[config.mk]
export PLATFORM = sky130hd
export DESIGN_NAME = lrc_top
export DESIGN_NICKNAME = d
export VERILOG_FILES = /design/src/hdl/lrc_pkg.sv /design/src/hdl/lrc_ladder_drive.sv /design/src/hdl/lrc_top.sv
export VERILOG_INCLUDE_DIRS = /design/src /design/src/hdl
export SDC_FILE = /design/constraint.sdc
export NUM_CORES = 1
export LEC_CHECK = 0
export BUFFER_PORTS_ARGS = -buffer_cell sky130_fd_sc_hd__buf_2
export CAP_MARGIN = 20
export CORE_MARGIN = 10
export CORE_UTILIZATION = 35
export DETAILED_ROUTE_END_ITERATION = 7
export PLACE_DENSITY = 0.66
export SETUP_SLACK_MARGIN = 0.02
export SLEW_MARGIN = 10
export SYNTH_ARGS = -nofsm -noshare
export SYNTH_HDL_FRONTEND = slang
export SYNTH_SLANG_ARGS = --single-unit
[constraint.sdc]
create_clock -name CLOCK_IN -period 3 [get_ports CLOCK_IN]
set_input_delay 0.45 -clock CLOCK_IN [delete_from_list [all_inputs] [get_ports CLOCK_IN]]
set_output_delay 0.45 -clock CLOCK_IN [all_outputs]
set_load 0.03 [all_outputs]
[src/hdl/lrc_defs.svh]
// constants for the ladder reference control block
// assumes a 32-bit axi4-lite register bus and a 16-tap analog ladder outside
`ifndef LRC_DEFS_SVH
`define LRC_DEFS_SVH

// ------------------------------------------------------------
// register map
// ------------------------------------------------------------
`define LRC_CTRL_OFFSET 8'h9f
`define LRC_CTRL_ADDR 12'h27c
`define LRC_ADDR_W 12
`define LRC_CTRL_RESET 8'h00
`define LRC_CTRL_WMASK 8'hef

// ------------------------------------------------------------
// field positions
// ------------------------------------------------------------
`define LRC_POWER_BIT 7
`define LRC_DRIVE_BIT 6
`define LRC_RANGE_BIT 5
`define LRC_TAP_MSB 3

// ------------------------------------------------------------
// bus answers
// ------------------------------------------------------------
`define LRC_RESP_OKAY 2'h0
`define LRC_RESP_SLVERR 2'h2

`endif

[src/hdl/lrc_pkg.sv]
// types for the ladder reference control block
// assumes lrc_defs.svh for numbers
package lrc_pkg;
	typedef struct packed
	{
		logic ladder_power_enable;
		logic pin_drive_enable;
		logic range_select;
		logic unused_bit4;
		logic [3:0] tap_code;
	} lrc_ctrl_s;

	typedef struct packed
	{
		logic ladder_power;
		logic pin_connect;
		logic range_select;
		logic [3:0] tap_code;
	} lrc_ladder_s;
endpackage

[src/hdl/lrc_ladder_drive.sv]
// registered drive of the analog ladder controls
// assumes the control register contents arrive already reset-cleared
`timescale 1ns/1ps
`include "lrc_defs.svh"
module lrc_ladder_drive
	import lrc_pkg::*;
(
	input wire logic clk_in,
	input wire logic rst_b_in,
	input wire lrc_ctrl_s ctrl_in,
	input wire logic pin_dir_input_in,
	output lrc_ladder_s ladder_out
);
	lrc_ladder_s ladder_ff;
	lrc_ladder_s nxt_ladder;

	// ------------------------------------------------------------
	// ladder controls
	// ------------------------------------------------------------
	always_comb
	begin
		nxt_ladder.ladder_power = ctrl_in.ladder_power_enable;
		nxt_ladder.pin_connect = ctrl_in.pin_drive_enable & pin_dir_input_in;
		nxt_ladder.range_select = ctrl_in.range_select;
		nxt_ladder.tap_code = ctrl_in.tap_code;
	end

	always_ff @(posedge clk_in or negedge rst_b_in)
	begin
		if (!rst_b_in)
			ladder_ff <= '0;
		else
			ladder_ff <= nxt_ladder;
	end

	assign ladder_out = ladder_ff;
endmodule

[src/hdl/lrc_top.sv]
// ladder reference control: axi4-lite slave with one control register
// assumes synchronous inputs on CLOCK_IN and an active-low asynchronous reset
`timescale 1ns/1ps
`include "lrc_defs.svh"
module lrc_top
	import lrc_pkg::*;
(
	input wire logic CLOCK_IN,
	input wire logic RST_B_IN,
	input wire logic [31:0] AWADDR_IN,
	input wire logic AWVALID_IN,
	output logic AWREADY_OUT,
	input wire logic [31:0] WDATA_IN,
	input wire logic [3:0] WSTRB_IN,
	input wire logic WVALID_IN,
	output logic WREADY_OUT,
	output logic [1:0] BRESP_OUT,
	output logic BVALID_OUT,
	input wire logic BREADY_IN,
	input wire logic [31:0] ARADDR_IN,
	input wire logic ARVALID_IN,
	output logic ARREADY_OUT,
	output logic [31:0] RDATA_OUT,
	output logic [1:0] RRESP_OUT,
	output logic RVALID_OUT,
	input wire logic RREADY_IN,
	input wire logic PIN_DIR_INPUT_IN,
	output logic LADDER_POWER_OUT,
	output logic PIN_CONNECT_OUT,
	output logic RANGE_SELECT_OUT,
	output logic [3:0] TAP_CODE_OUT
);
	// ------------------------------------------------------------
	// decode helpers
	// ------------------------------------------------------------
	function automatic logic addr_hit(input logic [31:0] a);
		logic word_hit;
		logic upper_clear;
		word_hit = a[`LRC_ADDR_W-1:2] == {2'h0, `LRC_CTRL_OFFSET};
		upper_clear = a[31:`LRC_ADDR_W] == '0;
		addr_hit = word_hit && upper_clear;
	endfunction

	function automatic logic [1:0] resp_code(input logic hit);
		resp_code = hit ? `LRC_RESP_OKAY : `LRC_RESP_SLVERR;
	endfunction

	// bit 4 is not stored and always reads back as zero
	function automatic logic [7:0] reg_view(input lrc_ctrl_s c);
		reg_view = c & `LRC_CTRL_WMASK;
	endfunction

	// ------------------------------------------------------------
	// channel states and storage
	// ------------------------------------------------------------
	typedef enum logic [2:0]
	{
		WR_IDLE,
		WR_ADDR_HELD,
		WR_DATA_HELD,
		WR_COMMIT,
		WR_ANSWER
	} lrc_wr_state_e;

	typedef enum logic
	{
		RD_IDLE,
		RD_ANSWER
	} lrc_rd_state_e;

	lrc_wr_state_e wr_state_ff;
	lrc_wr_state_e nxt_wr_state;
	lrc_rd_state_e rd_state_ff;
	lrc_rd_state_e nxt_rd_state;
	lrc_ctrl_s ctrl_ff;
	lrc_ctrl_s nxt_ctrl;
	logic [31:0] awaddr_ff;
	logic [31:0] nxt_awaddr;
	logic [7:0] wdata_ff;
	logic [7:0] nxt_wdata;
	logic wstrb0_ff;
	logic nxt_wstrb0;
	logic [1:0] bresp_ff;
	logic [1:0] nxt_bresp;
	logic [1:0] rresp_ff;
	logic [1:0] nxt_rresp;
	logic [31:0] rdata_ff;
	logic [31:0] nxt_rdata;
	logic aw_fire;
	logic w_fire;
	logic ar_fire;
	logic b_done;
	logic r_done;
	logic commit;
	logic commit_hit;
	lrc_ladder_s ladder;

	// ------------------------------------------------------------
	// handshakes
	// ------------------------------------------------------------
	assign AWREADY_OUT = (wr_state_ff == WR_IDLE) || (wr_state_ff == WR_DATA_HELD);
	assign WREADY_OUT = (wr_state_ff == WR_IDLE) || (wr_state_ff == WR_ADDR_HELD);
	assign BVALID_OUT = wr_state_ff == WR_ANSWER;
	assign ARREADY_OUT = rd_state_ff == RD_IDLE;
	assign RVALID_OUT = rd_state_ff == RD_ANSWER;
	assign aw_fire = AWVALID_IN && AWREADY_OUT;
	assign w_fire = WVALID_IN && WREADY_OUT;
	assign ar_fire = ARVALID_IN && ARREADY_OUT;
	assign b_done = BVALID_OUT && BREADY_IN;
	assign r_done = RVALID_OUT && RREADY_IN;
	assign commit = wr_state_ff == WR_COMMIT;
	assign commit_hit = commit && addr_hit(awaddr_ff);
	assign BRESP_OUT = bresp_ff;
	assign RRESP_OUT = rresp_ff;
	assign RDATA_OUT = rdata_ff;

	// ------------------------------------------------------------
	// write sequencing
	// ------------------------------------------------------------
	// address and data may arrive in either order; the answer waits for both
	always_comb
	begin
		nxt_wr_state = wr_state_ff;
		unique case (wr_state_ff)
			WR_IDLE:
			begin
				if (aw_fire && w_fire)
					nxt_wr_state = WR_COMMIT;
				else if (aw_fire)
					nxt_wr_state = WR_ADDR_HELD;
				else if (w_fire)
					nxt_wr_state = WR_DATA_HELD;
			end
			WR_ADDR_HELD:
			begin
				if (w_fire)
					nxt_wr_state = WR_COMMIT;
			end
			WR_DATA_HELD:
			begin
				if (aw_fire)
					nxt_wr_state = WR_COMMIT;
			end
			WR_COMMIT:
			begin
				nxt_wr_state = WR_ANSWER;
			end
			WR_ANSWER:
			begin
				if (b_done)
					nxt_wr_state = WR_IDLE;
			end
			default:
			begin
				nxt_wr_state = WR_IDLE;
			end
		endcase
	end

	always_ff @(posedge CLOCK_IN or negedge RST_B_IN)
	begin
		if (!RST_B_IN)
			wr_state_ff <= WR_IDLE;
		else
			wr_state_ff <= nxt_wr_state;
	end

	// ------------------------------------------------------------
	// write address capture
	// ------------------------------------------------------------
	always_comb
	begin
		nxt_awaddr = awaddr_ff;
		if (aw_fire)
			nxt_awaddr = AWADDR_IN;
	end

	always_ff @(posedge CLOCK_IN or negedge RST_B_IN)
	begin
		if (!RST_B_IN)
			awaddr_ff <= 32'h00000000;
		else
			awaddr_ff <= nxt_awaddr;
	end

	// ------------------------------------------------------------
	// write data capture
	// ------------------------------------------------------------
	always_comb
	begin
		nxt_wdata = wdata_ff;
		nxt_wstrb0 = wstrb0_ff;
		if (w_fire)
		begin
			nxt_wdata = WDATA_IN[7:0];
			nxt_wstrb0 = WSTRB_IN[0];
		end
	end

	always_ff @(posedge CLOCK_IN or negedge RST_B_IN)
	begin
		if (!RST_B_IN)
		begin
			wdata_ff <= 8'h00;
			wstrb0_ff <= 1'h0;
		end
		else
		begin
			wdata_ff <= nxt_wdata;
			wstrb0_ff <= nxt_wstrb0;
		end
	end

	// ------------------------------------------------------------
	// write answer
	// ------------------------------------------------------------
	always_comb
	begin
		nxt_bresp = bresp_ff;
		if (commit)
			nxt_bresp = resp_code(commit_hit);
	end

	always_ff @(posedge CLOCK_IN or negedge RST_B_IN)
	begin
		if (!RST_B_IN)
			bresp_ff <= 2'h0;
		else
			bresp_ff <= nxt_bresp;
	end

	// ------------------------------------------------------------
	// control register
	// ------------------------------------------------------------
	always_comb
	begin
		nxt_ctrl = ctrl_ff;
		if (commit_hit && wstrb0_ff)
			nxt_ctrl = lrc_ctrl_s'(reg_view(lrc_ctrl_s'(wdata_ff)));
	end

	// no sleep input exists, so contents only change by write or reset
	always_ff @(posedge CLOCK_IN or negedge RST_B_IN)
	begin
		if (!RST_B_IN)
			ctrl_ff <= `LRC_CTRL_RESET;
		else
			ctrl_ff <= nxt_ctrl;
	end

	// ------------------------------------------------------------
	// read channel
	// ------------------------------------------------------------
	always_comb
	begin
		nxt_rd_state = rd_state_ff;
		nxt_rresp = rresp_ff;
		nxt_rdata = rdata_ff;
		unique case (rd_state_ff)
			RD_IDLE:
			begin
				if (ar_fire)
				begin
					nxt_rd_state = RD_ANSWER;
					nxt_rresp = resp_code(addr_hit(ARADDR_IN));
					if (addr_hit(ARADDR_IN))
						nxt_rdata = {24'h000000, reg_view(ctrl_ff)};
					else
						nxt_rdata = 32'h00000000;
				end
			end
			RD_ANSWER:
			begin
				if (r_done)
					nxt_rd_state = RD_IDLE;
			end
		endcase
	end

	always_ff @(posedge CLOCK_IN or negedge RST_B_IN)
	begin
		if (!RST_B_IN)
		begin
			rd_state_ff <= RD_IDLE;
			rresp_ff <= 2'h0;
			rdata_ff <= 32'h00000000;
		end
		else
		begin
			rd_state_ff <= nxt_rd_state;
			rresp_ff <= nxt_rresp;
			rdata_ff <= nxt_rdata;
		end
	end

	// ------------------------------------------------------------
	// ladder outputs
	// ------------------------------------------------------------
	lrc_ladder_drive u_drive
	(
		.clk_in(CLOCK_IN),
		.rst_b_in(RST_B_IN),
		.ctrl_in(ctrl_ff),
		.pin_dir_input_in(PIN_DIR_INPUT_IN),
		.ladder_out(ladder)
	);

	assign LADDER_POWER_OUT = ladder.ladder_power;
	assign PIN_CONNECT_OUT = ladder.pin_connect;
	assign RANGE_SELECT_OUT = ladder.range_select;
	assign TAP_CODE_OUT = ladder.tap_code;
endmodule

==> results.py <==
metrics = {
    "status": {
        "status": "complete, no violations",
    },
    "clock_network": {
        "cts_buffers": 9,
        "post_cts_resized": 0,
        "clockBufferDepth": 2,
        "cts_sinks": 65,
        "tritoncts": "yes",
        "ctsHtreeMaxLevel": 3,
        "cts-root-buf": "clkbuf_8",
        "clkTransAtPathRegs_ns": 0.07,
        "clock_latency_ns": 0.34,
        "post-cts-setup-buffer-count": 0,
        "hold_buffers": 0,
    },
    "floorplanning": {
        "core_um2": 7730,
        "initial_core_util_pct": 36.1,
        "die_height_um": 109,
        "ios": 156,
        "die_x_um": 109,
        "fp-row-count": 32,
        "dieArea_um2": 12000,
    },
    "synthesis": {
        "ys_ff_latch": 65,
        "synth.distinct_cells": 31,
        "syn_avg_cell_area_um2": 14.2,
        "seq_area_frac_synth_pct": 58.2,
        "synth_area_um2": 2790,
        "synth_top_area_share_pct": 58.2,
        "async_flop_share_pct": 100,
        "syn_inst": 196,
        "synth.area.top_cells": "dfrtp_1 58%, mux2_2 15%, buf_4 7.3%",
        "post-synth-top-area-cell": "dfrtp_1",
        "synth_edf_count": 0,
        "synth.most_common_cell": "dfrtp_1",
        "yosys_most_used_dff": "dfrtp_1",
        "ys_warn_count": 0,
        "synth.top_cells.by_count": "65 x dfrtp_1, 38 x mux2_2, 27 x buf_4, 7 x a22o_1, 7 x mux2_4",
    },
    "timing": {
        "tns_ns": 0,
        "setup_viol": 0,
        "maxSlewViolCount": 0,
        "worst_slack_ns": 0.969,
        "finClkSkew_ns": 0.00609,
        "period_share_pct": 67.7,
        "fmax_mhz": 492,
        "finalCriticalPeriod_ns": 2.03,
        "rsz0062_at_grt": "false",
        "slew_headroom_pct": 44.5,
        "worstMarginPinSlew_ns": 0.833,
        "hold_viol": 0,
    },
    "grt": {
        "antenna_found_initial": 0,
        "grt-ovfl-total": 0,
        "grt_pass1_wl_mm": 9.60,
        "track_usage_pct": 10.3,
        "grt_pass1_vias": 2053,
        "grt_max_degree": 39,
    },
    "route": {
        "top_layer": "met4",
        "vias_per_cell": 4.44,
        "vias": 1809,
        "met2WireLength_mm": 2.77,
        "drt-met1-wl_mm": 2.22,
        "drtAntennaViolNets": 0,
        "drtIter0Drc": 28,
        "detail_route.wl_per_cell_um": 15.2,
        "drc": 0,
        "drt-total-wl_mm": 6.21,
        "firstDrtPassIters": 4,
        "dr_wl_met3_mm": 1.15,
    },
    "worst_setup_path": {
        "crit-reg2reg-capture": "ctrl_ff[0]$_DFFE_PN0P_",
        "crit_path_max_fanout": 7,
        "reg2reg_slack_ns": 0.97,
        "end_kind": "flip-flop",
        "start_kind": "flip-flop",
        "worstRegToRegCells": 4,
        "worst_ep_required_time_ns": 3.22,
        "crit_type": "flip-flop to flip-flop",
        "worstPathArrival_ns": 2.25,
        "reg2reg_from": "awaddr_ff[17]$_DFFE_PN0P_",
    },
    "cells_and_area": {
        "utilization_pct": 45.8,
        "drive_above_1_share_pct": 54.8,
        "syn2layout_area_growth_pct": 26.8,
        "fillers": 720,
        "nets": 408,
        "antenna_cells": 0,
    },
    "pwr": {
        "p_leak_uw": 0.00180,
        "max-vdd-ir-drop_mv": 0.489,
        "power_density_nw_per_um2": 828,
        "p_total_uw": 2930,
    },
    "placement": {
        "hpwlAfterDp_mm": 5.01,
        "portBuffers": 96,
        "preCtsSetupSlack_ns": 0.829,
        "place_congestion": 0.832,
    },
    "job": {
        "max_cap_viol_count": 0,
    },
    "worst_hold_path": {
        "hold_path_class": "input pin to async pin",
    },
}
==> how the worst max path moves through the flow <==
stage                                         start                  endpoint  slack, ns  cells after the start
after global placement                ARADDR_IN[11]  RDATA_OUT[3]$_DFFE_PN0P_       0.87                      5
after CTS                 awaddr_ff[17]$_DFFE_PN0P_    ctrl_ff[2]$_DFFE_PN0P_       0.94                      4
final                     awaddr_ff[17]$_DFFE_PN0P_    ctrl_ff[0]$_DFFE_PN0P_       0.97                      4
after global routing      awaddr_ff[17]$_DFFE_PN0P_    ctrl_ff[3]$_DFFE_PN0P_       0.89                      4
after detailed placement              ARADDR_IN[11]  RDATA_OUT[6]$_DFFE_PN0P_       0.83                      5
after floorplan                       ARADDR_IN[11]  RDATA_OUT[0]$_DFFE_PN0P_       1.08                      4
==> routing by layer <==
metal | GRT usage, % | vias to the layer above
li1 | - | 844
met1 | 10.4 | 854
met2 | 16.6 | 103
met3 | 6.79 | 8
met4 | 4.18 | 0
met5 | 0 | -
==> cell type report <==
class | count | area [um^2] | area share (%)
repair buffers | 99 | 503 | 14.2
flip-flops and latches | 65 | 1630 | 45.9
well taps | 102 | 128 | 3.60
clock buffers | 9 | 124 | 3.50
inverters | 5 | 18.8 | 0.530
clock inverters | 7 | 119 | 3.36
multi-input cells | 120 | 1020 | 28.9
==> cells in the final DEF (no fill, tap or decap), types with 2 or more instances in the layout <==
| cell | synthesis | final |
|---|---|---|
| nand2_1 | 2 | 2 |
| and2_1 | 3 | 3 |
| nor2_1 | 6 | 6 |
| clkinvlp_4 | 0 | 2 |
| a21oi_1 | 2 | 2 |
| bufinv_16 | 0 | 3 |
| buf_2 | 0 | 96 |
| clkbuf_8 | 0 | 9 |
| mux2_2 | 38 | 38 |
| o21ai_0 | 2 | 2 |
| buf_4 | 27 | 3 |
| dfrtp_1 | 65 | 65 |
| nor4_1 | 3 | 3 |
| or4_4 | 2 | 2 |
| conb_1 | 1 | 27 |
| or4b_1 | 2 | 2 |
| nor4b_1 | 2 | 2 |
| inv_1 | 5 | 5 |
| or4_1 | 3 | 3 |
| nor3_4 | 2 | 2 |
| a22o_1 | 7 | 7 |
| mux2_4 | 7 | 7 |
==> state kept, by name, summed over array words and instances (netlist names) <==
| register | flops |
|---|---|
| awaddr_ff | 30 |
| RDATA_OUT | 7 |
| ctrl_ff | 7 |
| u_drive.ladder_out | 7 |
| wdata_ff | 7 |
| wr_state_ff | 3 |
| BRESP_OUT | 1 |
| RRESP_OUT | 1 |
| RVALID_OUT | 1 |
| wstrb0_ff | 1 |
==> worst max-delay path, stage by stage, from the launching register on <==
cell and delay, ns:
dfrtp_1 0.38, or4_4 0.54, nor4_4 0.38, nand4_4 0.26
mux2_4 0.35
==> metrics by stage <==
stage / std cells / instance area [um^2] / hold slack (ns)
final: 407 / 3540 / 0.206
after global routing: 407 / 3540 / 0.257
after CTS: 407 / 3540 / 0.221
after detailed placement: 391 / 3300 / 0.395
after global placement: 391 / 3300 / 0.392
after floorplan: 222 / 2890 / 0.154
==> kinds of logic (layout without fill, tap and decap cells) <==
family	count (synthesis)	in the layout	share of synthesized area (%)
buffers and inverters	37	120	8.60
AO/OA/AOI/OAI	12	12	3.18
AND/OR/NAND/NOR	35	35	10.4
other	1	27	0.134
flip-flops	65	65	58.2
multiplexers	46	46	19.4
==> power breakdown <==
group | switching, uW | internal, uW
registers | 160 | 1160
logic | 335 | 388
clock network | 335 | 551
Note: power is estimated with default switching activity, not from simulation.
